===== src/watchdog_nmi_pkg.sv =====
// constants shared by the watchdog timer and its testbench
// assumes a 16-bit APB byte address and 32-bit APB data
package watchdog_nmi_pkg;

  // ---------------------------------------------------------------
  // register map (byte addresses)
  // ---------------------------------------------------------------
  localparam logic [15:0] ADDR_WDT_CTRL   = 16'hFF40;
  localparam logic [15:0] ADDR_IRQ_STATUS = 16'hFF44;
  localparam logic [15:0] ADDR_IRQ_MASK   = 16'hFF48;

  // ---------------------------------------------------------------
  // control register fields
  // ---------------------------------------------------------------
  localparam int          BIT_WATCHDOG_ENABLE   = 7;
  localparam int          BIT_CLOCK_OUT_SEL2    = 6;
  localparam int          BIT_CLOCK_OUT_SEL0    = 4;
  localparam int          BIT_CLOCK_OUT_ON      = 3;
  localparam int          BIT_WATCHDOG_RESTART  = 2;
  localparam int          BIT_SECOND_TIMER_RST  = 1;
  localparam int          BIT_SECOND_TIMER_RUN  = 0;
  localparam logic [7:0]  CTRL_RESET            = 8'h80;
  // bits that store what software writes; restart and timer reset read zero
  localparam logic [7:0]  CTRL_STORED_MASK      = 8'hF9;

  // ---------------------------------------------------------------
  // interrupt status / mask fields
  // ---------------------------------------------------------------
  localparam int          BIT_IRQ_TIMEOUT       = 0;
  localparam logic [0:0]  IRQ_MASK_RESET        = 1'h0;

  // ---------------------------------------------------------------
  // timeout and nmi constants
  // ---------------------------------------------------------------
  localparam int          PERIOD_SUB_CLOCKS     = 131072;
  localparam int          COUNT_W               = 18;
  localparam logic [2:0]  NMI_LEVEL             = 3'h4;
  localparam logic [23:0] NMI_VECTOR            = 24'h000004;

endpackage : watchdog_nmi_pkg


===== src/sub_clock_tick.sv =====
// rising-edge detector for the low-speed sub-clock pin
// assumes the pin is asynchronous to i_mclk and much slower than it
module sub_clock_tick
(
  input  wire logic i_mclk,
  input  wire logic i_rst,
  input  wire logic i_sub_clk,
  output logic      o_tick
);

  logic [2:0] sync_r;
  logic [2:0] sync_nxt;
  logic       level_r;
  logic       level_nxt;
  logic       tick_r;
  logic       tick_nxt;

  // ---------------------------------------------------------------
  // three-stage sampling, a change counts once stages two and three agree
  // ---------------------------------------------------------------
  always_comb
  begin
    sync_nxt  = {sync_r[1:0], i_sub_clk};
    level_nxt = level_r;
    if (sync_r[1] == sync_r[2])
    begin
      level_nxt = sync_r[2];
    end
    tick_nxt  = level_nxt & ~level_r;
  end

  always_ff @(posedge i_mclk)
  begin
    if (i_rst)
    begin
      sync_r  <= 3'h0;
      level_r <= 1'h0;
      tick_r  <= 1'h0;
    end
    else
    begin
      sync_r  <= sync_nxt;
      level_r <= level_nxt;
      tick_r  <= tick_nxt;
    end
  end

  assign o_tick = tick_r;

endmodule : sub_clock_tick


===== src/watchdog_nmi_timer.sv =====
// watchdog timer counting sub-clock periods, raising an nmi on timeout
// assumes an APB master on i_mclk and a sleep flag from the clock controller
//
// Local design decision: the APB interface to the registers.
module watchdog_nmi_timer
  import watchdog_nmi_pkg::*;
#(
  parameter int PERIOD = watchdog_nmi_pkg::PERIOD_SUB_CLOCKS
)
(
  input  wire logic        i_mclk,
  input  wire logic        i_rst,
  input  wire logic        i_psel,
  input  wire logic        i_penable,
  input  wire logic        i_pwrite,
  input  wire logic [15:0] i_paddr,
  input  wire logic [31:0] i_pwdata,
  input  wire logic [3:0]  i_pstrb,
  output logic      [31:0] o_prdata,
  output logic             o_pready,
  output logic             o_pslverr,
  input  wire logic        i_sub_clk,
  input  wire logic        i_sleep,
  input  wire logic        i_halt,
  output logic             o_nmi,
  output logic      [2:0]  o_nmi_level,
  output logic      [23:0] o_nmi_vector,
  output logic             o_irq
);
  import watchdog_nmi_pkg::*;

  localparam logic [COUNT_W-1:0] LAST_COUNT = COUNT_W'(PERIOD - 1);

  // ---------------------------------------------------------------
  // address decode
  // ---------------------------------------------------------------
  function automatic logic is_mapped(input logic [15:0] addr);
    is_mapped = (addr == ADDR_WDT_CTRL) || (addr == ADDR_IRQ_STATUS) ||
                (addr == ADDR_IRQ_MASK);
  endfunction : is_mapped

  logic               tick;
  logic [7:0]         ctrl_r;
  logic [7:0]         ctrl_nxt;
  logic [COUNT_W-1:0] count_r;
  logic [COUNT_W-1:0] count_nxt;
  logic               nmi_r;
  logic               nmi_nxt;
  logic               status_r;
  logic               status_nxt;
  logic               mask_r;
  logic               mask_nxt;
  logic               irq_r;
  logic               irq_nxt;
  logic [31:0]        prdata_r;
  logic [31:0]        prdata_nxt;
  logic               pready_r;
  logic               pready_nxt;
  logic               pslverr_r;
  logic               pslverr_nxt;
  logic               access;
  logic               wr_ctrl;
  logic               wr_status;
  logic               wr_mask;
  logic               restart;
  logic               timeout;

  sub_clock_tick u_tick
  (
    .i_mclk    (i_mclk),
    .i_rst     (i_rst),
    .i_sub_clk (i_sub_clk),
    .o_tick    (tick)
  );

  // ---------------------------------------------------------------
  // apb slave: one wait state, pready from a flop
  // ---------------------------------------------------------------
  assign access    = i_psel & i_penable & pready_r;
  assign wr_ctrl   = access & i_pwrite & i_pstrb[0] & (i_paddr == ADDR_WDT_CTRL);
  assign wr_status = access & i_pwrite & i_pstrb[0] & (i_paddr == ADDR_IRQ_STATUS);
  assign wr_mask   = access & i_pwrite & i_pstrb[0] & (i_paddr == ADDR_IRQ_MASK);

  always_comb
  begin
    pready_nxt  = i_psel & i_penable & ~pready_r;
    pslverr_nxt = pready_nxt & ~is_mapped(i_paddr);
    prdata_nxt  = 32'h0;
    if (pready_nxt & ~i_pwrite)
    begin
      unique case (i_paddr)
        ADDR_WDT_CTRL:   prdata_nxt[7:0] = ctrl_r & CTRL_STORED_MASK;
        ADDR_IRQ_STATUS: prdata_nxt[BIT_IRQ_TIMEOUT] = status_r;
        ADDR_IRQ_MASK:   prdata_nxt[BIT_IRQ_TIMEOUT] = mask_r;
        default:         prdata_nxt = 32'h0;
      endcase
    end
  end

  // ---------------------------------------------------------------
  // control register
  // ---------------------------------------------------------------
  always_comb
  begin
    ctrl_nxt = ctrl_r;
    if (wr_ctrl)
    begin
      ctrl_nxt = i_pwdata[7:0] & CTRL_STORED_MASK;
    end
  end

  assign restart = wr_ctrl & i_pwdata[BIT_WATCHDOG_RESTART];

  // ---------------------------------------------------------------
  // watchdog counter
  // ---------------------------------------------------------------
  // halt is deliberately not a term here: a stuck halt must still time out
  // count every rising sub-clock edge while enabled and not in sleep
  assign timeout = ctrl_r[BIT_WATCHDOG_ENABLE] & ~i_sleep & tick & ~restart &
                   (count_r == LAST_COUNT);

  always_comb
  begin
    count_nxt = count_r;
    nmi_nxt   = 1'h0;
    if (restart)
    begin
      count_nxt = '0;
    end
    else if (ctrl_r[BIT_WATCHDOG_ENABLE] & ~i_sleep & tick)
    begin
      if (timeout)
      begin
        count_nxt = '0;
        nmi_nxt   = 1'h1;
      end
      else
      begin
        count_nxt = count_r + COUNT_W'(1);
      end
    end
  end

  // ---------------------------------------------------------------
  // interrupt status and mask, set wins over clear
  // ---------------------------------------------------------------
  always_comb
  begin
    status_nxt = status_r;
    mask_nxt   = mask_r;
    if (wr_status & i_pwdata[BIT_IRQ_TIMEOUT])
    begin
      status_nxt = 1'h0;
    end
    if (timeout)
    begin
      status_nxt = 1'h1;
    end
    if (wr_mask)
    begin
      mask_nxt = i_pwdata[BIT_IRQ_TIMEOUT];
    end
    irq_nxt = status_nxt & mask_nxt;
  end

  always_ff @(posedge i_mclk)
  begin
    if (i_rst)
    begin
      ctrl_r    <= CTRL_RESET;
      count_r   <= '0;
      nmi_r     <= 1'h0;
      status_r  <= 1'h0;
      mask_r    <= IRQ_MASK_RESET;
      irq_r     <= 1'h0;
      prdata_r  <= 32'h0;
      pready_r  <= 1'h0;
      pslverr_r <= 1'h0;
    end
    else
    begin
      ctrl_r    <= ctrl_nxt;
      count_r   <= count_nxt;
      nmi_r     <= nmi_nxt;
      status_r  <= status_nxt;
      mask_r    <= mask_nxt;
      irq_r     <= irq_nxt;
      prdata_r  <= prdata_nxt;
      pready_r  <= pready_nxt;
      pslverr_r <= pslverr_nxt;
    end
  end

  // ---------------------------------------------------------------
  // outputs
  // ---------------------------------------------------------------
  logic [2:0]  level_r;
  logic [23:0] vector_r;

  // fixed priority level and vector toward the core
  always_ff @(posedge i_mclk)
  begin
    if (i_rst)
    begin
      level_r  <= 3'h0;
      vector_r <= 24'h0;
    end
    else
    begin
      level_r  <= NMI_LEVEL;
      vector_r <= NMI_VECTOR;
    end
  end

  assign o_prdata     = prdata_r;
  assign o_pready     = pready_r;
  assign o_pslverr    = pslverr_r;
  // nmi pulse is independent of the irq mask
  assign o_nmi        = nmi_r;
  assign o_nmi_level  = level_r;
  assign o_nmi_vector = vector_r;
  assign o_irq        = irq_r;

  // ---------------------------------------------------------------
  // assertions
  // ---------------------------------------------------------------
  a_timeout_nmi: assert property (@(posedge i_mclk) disable iff (i_rst)
    timeout |=> o_nmi && count_r == '0)
    else $error("timeout did not raise nmi");

  a_nmi_cause: assert property (@(posedge i_mclk) disable iff (i_rst)
    o_nmi |-> $past(count_r) == LAST_COUNT && $past(tick))
    else $error("nmi without full period");

  a_reset_enable: assert property (@(posedge i_mclk)
    $fell(i_rst) |-> ctrl_r[BIT_WATCHDOG_ENABLE])
    else $error("watchdog not enabled after reset");

  a_halt_counts: assert property (@(posedge i_mclk) disable iff (i_rst)
    i_halt && ~i_sleep && tick && ctrl_r[BIT_WATCHDOG_ENABLE] && ~restart &&
    count_r != LAST_COUNT |=> count_r == $past(count_r) + COUNT_W'(1))
    else $error("counter stopped during halt");

  a_sleep_freeze: assert property (@(posedge i_mclk) disable iff (i_rst)
    i_sleep && ~restart |=> $stable(count_r) && ~o_nmi)
    else $error("counter moved in sleep");

  a_nmi_level: assert property (@(posedge i_mclk) disable iff (i_rst)
    $past(~i_rst) |-> o_nmi_level == NMI_LEVEL && o_nmi_vector == NMI_VECTOR)
    else $error("nmi level or vector wrong");

  a_disable_quiet: assert property (@(posedge i_mclk) disable iff (i_rst)
    ~ctrl_r[BIT_WATCHDOG_ENABLE] && ~restart |=> $stable(count_r) && ~o_nmi)
    else $error("disabled watchdog active");

  a_restart_clear: assert property (@(posedge i_mclk) disable iff (i_rst)
    restart |=> count_r == '0 ##0 ~ctrl_r[BIT_WATCHDOG_RESTART])
    else $error("restart did not clear count");

  a_wrap_zero: assert property (@(posedge i_mclk) disable iff (i_rst)
    o_nmi |-> count_r == '0 ##1 ~o_nmi [*2])
    else $error("nmi held more than one cycle");

  a_irq_sticky: assert property (@(posedge i_mclk) disable iff (i_rst)
    timeout ##1 mask_r |-> o_irq ##0 status_r)
    else $error("status not set by timeout");

  c_timeout:   cover property (@(posedge i_mclk) disable iff (i_rst) o_nmi);
  c_restart:   cover property (@(posedge i_mclk) disable iff (i_rst) restart ##1 tick);
  c_sleep:     cover property (@(posedge i_mclk) disable iff (i_rst) i_sleep && tick);
  c_irq_clear: cover property (@(posedge i_mclk) disable iff (i_rst) $fell(o_irq));

endmodule : watchdog_nmi_timer

===== config.mk =====
export PLATFORM = sky130hd
export DESIGN_NAME = watchdog_nmi_timer
export DESIGN_NICKNAME = d
export VERILOG_FILES = /design/src/watchdog_nmi_pkg.sv /design/src/sub_clock_tick.sv /design/src/watchdog_nmi_timer.sv
export SDC_FILE = /design/constraint.sdc
export NUM_CORES = 1
export LEC_CHECK = 0
export CAP_MARGIN = 20
export CORE_ASPECT_RATIO = 1.25
export CORE_UTILIZATION = 40
export CTS_BUF_LIST = sky130_fd_sc_hd__clkbuf_4 sky130_fd_sc_hd__clkbuf_8 sky130_fd_sc_hd__clkbuf_16
export DETAILED_ROUTE_END_ITERATION = 12
export DONT_BUFFER_PORTS = 1
export SYNTH_ARGS = -nofsm -noshare
export SYNTH_HDL_FRONTEND = slang
export SYNTH_SLANG_ARGS = --single-unit

===== constraint.sdc =====
create_clock -name i_mclk -period 2.1 [get_ports i_mclk]
set_clock_uncertainty 0.05 [all_clocks]
set_input_delay 0 -clock i_mclk [delete_from_list [all_inputs] [get_ports i_mclk]]
set_output_delay 0 -clock i_mclk [all_outputs]
set_load 0.02 [all_outputs]

Yosys cells after proc, flatten, opt, wreduce, memory -nomap -nowiden
Cells that the tools add are included. Widths: inputs -> output; s select.

Flip-flop bits (word level): 94. Output and inout bits: 63. Input bits: 60.

$add $sub $neg: 1. Reductions and logical operators: 6. Bitwise logic cells: 27. Muxes and demuxes: 9. Equal/unequal tests: 5.

Operators by type and width (number): $eq 16x16->1 const B (3); $add 18x1->18 const B (1); $and 1x1->1 (18); $eq 18x17->1 const B (1); $mux 18 (1); $not 1->1 (9); $mux 3 (2); $reduce_or 3->1 (2); $mux 1 (5); $reduce_or 2->1 (2); $pmux 1 s3 (1); $logic_or 1x1->1 (2); $eq 1x1->1 (1).

Longest topological paths before layout
Word-level depth: 11. Depth in mapped cells: 7. Mapped depth without buffers: 5.

By module
Synthesis repeated with hierarchy kept, for this count alone.

Cells, all modules: 235. Area total of the unflattened synthesis: 2129.5 um^2.

By module, submodules not included: watchdog_nmi_timer (instances 1, cells an instance 223, area each 1980.6 um^2); sub_clock_tick (instances 1, cells an instance 12, area each 148.9 um^2).

Worst setup path after synthesis
Ideal clock, no wire load.

Kind: reg-to-reg. From: register count_r[0]. To: register count_r[14]. Data arrival time: 1.730 ns. Path buffers: 0. Clock period less this slack: 1.865 ns. Path slack: 0.235 ns. Library setup time: 0.086 ns. Cell stages (with the launch flop): 6. Cells stage by stage: dfxtp_1 -> ha_1 -> nand3_2 -> or4_4 -> or3_1 -> a211oi_1.

Longest elaborated chain between the ends: 3. Elaborated cells between the ends (all ways): 4. Classes of those cells: add/sub: 1; eq/ne: 1; mux: 1; bitwise: 1.

RTL lines: from (decl) (line watchdog_nmi_timer.sv:45) `logic [COUNT_W-1:0] count_r;`; from (signal assigned) (line watchdog_nmi_timer.sv:183) `count_r <= count_nxt;`; parallel branches: the longest is 2 deep, another holds $add 18x1->18; $mux 18 * (line watchdog_nmi_timer.sv:132) `if (timeout)`.

Mark *: on every way between the ends. A chain may end at the register's enable or synchronous reset.

Worst setup path after layout
From: register count_r[0]. To: register count_r[13].

The elaborated chain is that of the path after synthesis.

==> run_summary.xml <==
<?xml version="1.0" encoding="UTF-8"?>
<metrics>
  <group name="worst_setup_path">
    <metric name="path_class" unit="">reg -&gt; reg</metric>
    <metric name="worstPathArrival" unit="ns">2.07</metric>
    <metric name="crit_required" unit="ns">2.22</metric>
    <metric name="end_kind" unit="">flop</metric>
    <metric name="startpoint_type" unit="">flop</metric>
    <metric name="crit_path_max_fanout" unit="">14</metric>
  </group>
  <group name="finish">
    <metric name="most-common-layout-cells" unit="">sky130_fd_sc_hd__conb_1 (51), sky130_fd_sc_hd__dfxtp_1 (42), sky130_fd_sc_hd__dlygate4sd3_1 (18), sky130_fd_sc_hd__nor3_1 (14)</metric>
    <metric name="fill_cells" unit="">571</metric>
    <metric name="most_frequent_standard_cell_in_the_layout_excluding_fill_and_tap_cells" unit="">sky130_fd_sc_hd__conb_1</metric>
    <metric name="sequential_cell_area" unit="um^2">841</metric>
    <metric name="final_net_count" unit="">331</metric>
    <metric name="layout-drive-gt1-share" unit="">0.0959</metric>
    <metric name="multi_input_area" unit="um^2">1130</metric>
    <metric name="fin_area" unit="um^2">2400</metric>
    <metric name="synthToLayoutAreaGrowth" unit="%">8.05</metric>
    <metric name="antenna-diode-count" unit="">0</metric>
  </group>
  <group name="logic_synthesis">
    <metric name="synth_register_bits" unit="">42</metric>
    <metric name="post-synth-top-area-cell" unit="">sky130_fd_sc_hd__dfxtp_1</metric>
    <metric name="gate_count_of_the_mapped_netlist" unit="">248</metric>
    <metric name="number_of_flops_mapped_to_enable_cells_by_yosys" unit="">0</metric>
    <metric name="synthesis.yosys.warnings" unit="">0</metric>
    <metric name="yosysUniqueCellTypes" unit="">47</metric>
    <metric name="synth_top_flop_cell" unit="">sky130_fd_sc_hd__dfxtp_1</metric>
    <metric name="ranking_of_synthesized_cells_by_area" unit="">sky130_fd_sc_hd__dfxtp_1 (38%), sky130_fd_sc_hd__buf_4 (18%), sky130_fd_sc_hd__nor3_1 (3.2%), sky130_fd_sc_hd__nand4_1 (3.1%), sky130_fd_sc_hd__o21ai_0 (2.7%)</metric>
    <metric name="syn_area" unit="um^2">2220</metric>
    <metric name="ys_async_sr_fraction" unit="">0</metric>
    <metric name="yosys.area.top_type_share" unit="">0.378</metric>
    <metric name="syn_avg_cell_area" unit="um^2">8.97</metric>
    <metric name="synth-seq-area-share" unit="">0.378</metric>
  </group>
  <group name="global_routing">
    <metric name="first_global_vias" unit="">1529</metric>
    <metric name="gr-usage-all-layers" unit="">0.154</metric>
    <metric name="largest_net_degree_at_the_start_of_global_routing" unit="">17</metric>
    <metric name="antenna_violations_before_repair" unit="">0</metric>
    <metric name="gr-total-overflow" unit="">0</metric>
    <metric name="grt_pass1_wl" unit="mm">6.81</metric>
  </group>
  <group name="floorplanning">
    <metric name="die_ar" unit="um^2">5860</metric>
    <metric name="core_area" unit="um^2">5410</metric>
    <metric name="count_of_standard_cell_rows" unit="">30</metric>
    <metric name="fp.dieW" unit="um">68.7</metric>
    <metric name="io_pins" unit="">123</metric>
    <metric name="floorplan.initialDensity" unit="">0.411</metric>
    <metric name="die_h" unit="um">85.4</metric>
  </group>
  <group name="clocking">
    <metric name="clock_sink_count" unit="">42</metric>
    <metric name="cts_resized" unit="">0</metric>
    <metric name="ctsLongestPathBuffers" unit="">2</metric>
    <metric name="ctsRootBufferMaster" unit="">sky130_fd_sc_hd__clkbuf_8</metric>
    <metric name="cts_made_buffers" unit="">5</metric>
    <metric name="worst_skew_pair.late_latency" unit="ns">0.29</metric>
    <metric name="h-tree-depth" unit="">2</metric>
    <metric name="worst_setup_hold_path_clk_slew" unit="ns">0.08</metric>
    <metric name="tritoncts" unit="">built</metric>
  </group>
  <group name="timing">
    <metric name="fin_crit" unit="ns">1.95</metric>
    <metric name="drv_slew" unit="">0</metric>
    <metric name="finalSetupTns" unit="ns">0</metric>
    <metric name="setup_viol" unit="">0</metric>
    <metric name="fmax" unit="GHz">0.512</metric>
    <metric name="hold_viol_final" unit="">0</metric>
    <metric name="worst_hold_slack" unit="ns">0.00364</metric>
    <metric name="final.period_utilization" unit="">0.930</metric>
    <metric name="worst_slew_slack_as_a_fraction_of_its_limit" unit="">0.613</metric>
    <metric name="max_slew.worst_pin.slew" unit="ns">0.578</metric>
    <metric name="rsz_0062_raised_after_global_routing" unit="">no</metric>
  </group>
  <group name="power_and_ir_drop">
    <metric name="vdd_ir_drop_max" unit="V">0.000399</metric>
    <metric name="p_per_area" unit="nW/um^2">609</metric>
    <metric name="total_power" unit="mW">1.46</metric>
    <metric name="power_leakage" unit="nW">0.886</metric>
  </group>
  <group name="drt">
    <metric name="remaining_drc_errors" unit="">0</metric>
    <metric name="drt_wl_total" unit="mm">4.21</metric>
    <metric name="vias" unit="">1648</metric>
    <metric name="drtIter0Drc" unit="">93</metric>
    <metric name="post_drt_wl_per_cell" unit="um">12.6</metric>
    <metric name="route.detailed.vias_per_inst" unit="">4.92</metric>
    <metric name="drt_pass1_iterations" unit="">4</metric>
    <metric name="route.antenna.remaining_nets" unit="">0</metric>
  </group>
  <group name="job">
    <metric name="max_cap_viol_count" unit="">0</metric>
  </group>
  <group name="placed_design">
    <metric name="detailed_place_hpwl" unit="mm">2.95</metric>
    <metric name="placed_area" unit="um^2">2120</metric>
    <metric name="gpl.final_weighted_congestion" unit="">0.759</metric>
    <metric name="portBuffers" unit="">0</metric>
  </group>
  <group name="status">
    <metric name="outcome" unit="">completed</metric>
  </group>
  <group name="min_path">
    <metric name="type_of_the_worst_min_delay_path" unit="">in -&gt; reg</metric>
  </group>
</metrics>
==> state kept, by name, indices dropped and copies added (netlist names) <==
register / count
u_tick.level_r: 1
o_prdata: 6
ctrl_r: 6
o_pready: 1
count_r: 18
o_nmi: 1
u_tick.o_tick: 1
status_r: 1
o_irq: 1
u_tick.sync_r: 3
mask_r: 1
o_nmi_level: 1
o_pslverr: 1
==> what timing repair did <==
item | CTS | global route
hold buffers | 18 | 0
endpoints found under the hold margin | 18 | 0
setup buffers | 0 | 2
setup endpoints to repair | 0 | 1
==> worst paths after layout <==
path                  start            end  slack (ns)  depth (start not counted)
min reg2reg  u_tick.level_r  u_tick.o_tick        0.37                          1
max              count_r[0]    count_r[13]        0.15                          8
max reg2reg      count_r[0]    count_r[13]        0.15                          8
min                 i_sleep     count_r[1]       0.004                          3
==> Yosys cell counts, types with 7 or more instances <==
| library cell | count |
|---|---|
| sky130_fd_sc_hd__buf_4 | 53 |
| sky130_fd_sc_hd__dfxtp_1 | 42 |
| sky130_fd_sc_hd__nor3_1 | 14 |
| sky130_fd_sc_hd__nand2_1 | 12 |
| sky130_fd_sc_hd__o21ai_0 | 12 |
| sky130_fd_sc_hd__nand4_1 | 11 |
| sky130_fd_sc_hd__a21oi_1 | 10 |
| sky130_fd_sc_hd__nand3_1 | 8 |
| sky130_fd_sc_hd__a211oi_1 | 7 |
| sky130_fd_sc_hd__and2_1 | 7 |
==> stage by stage <==
step	setup WS [ns]	cells	util
final	0.148	335	0.444
after global routing	0.000587	335	0.444
after CTS	0.0187	333	0.442
after detailed placement	0.154	307	0.392
after global placement	0.156	307	0.392
after floorplan	0.235	298	-
==> per-layer routing <==
layer  global-route usage  share of wire  vias to the layer above
met2                0.268           0.52                       52
met4               0.0455         0.0095                        0
li1                     -              -                      827
met3               0.0390          0.050                        4
met1                0.181           0.42                      765
met5                    0              0                        -
==> layout make-up <==
cell class,instances,area share
Clock buffer,5,0.0286
Inverter,3,0.00469
Multi-Input combinational cell,192,0.469
Sequential cell,42,0.350
Tap cell,64,0.0333
Clock inverter,3,0.00885
Timing Repair Buffer,26,0.105
==> power breakdown <==
| group | switching (mW) | internal [mW] | leakage [nW] |
|---|---|---|---|
| Sequential | 0.00755 | 0.801 | 0.339 |
| Clock | 0.288 | 0.234 | 0.0441 |
| Combinational | 0.103 | 0.0294 | 0.503 |
==> worst max-delay path: stages, from the launching register on <==
cell and delay [ns]:
sky130_fd_sc_hd__dfxtp_1 0.38, sky130_fd_sc_hd__ha_1 0.20, sky130_fd_sc_hd__nand3_2 0.10, sky130_fd_sc_hd__buf_4 0.16, sky130_fd_sc_hd__nor4_1 0.30, sky130_fd_sc_hd__buf_4 0.19, sky130_fd_sc_hd__and2_1 0.23, sky130_fd_sc_hd__buf_12 0.17
sky130_fd_sc_hd__a211oi_1 0.05
==> cells by family after synthesis <==
kind of cell               after synthesis  synth area share
adders and majority gates                1           0.00563
and+or+nand+nor                         91             0.267
buffers and inverters                   64             0.199
DFF                                     42             0.378
xor gates and xnor gates                10            0.0394
AOI/OAI and AO/OA                       38             0.104
muxes                                    1           0.00450
other                                    1           0.00169
(Power assumes the default switching activity.)
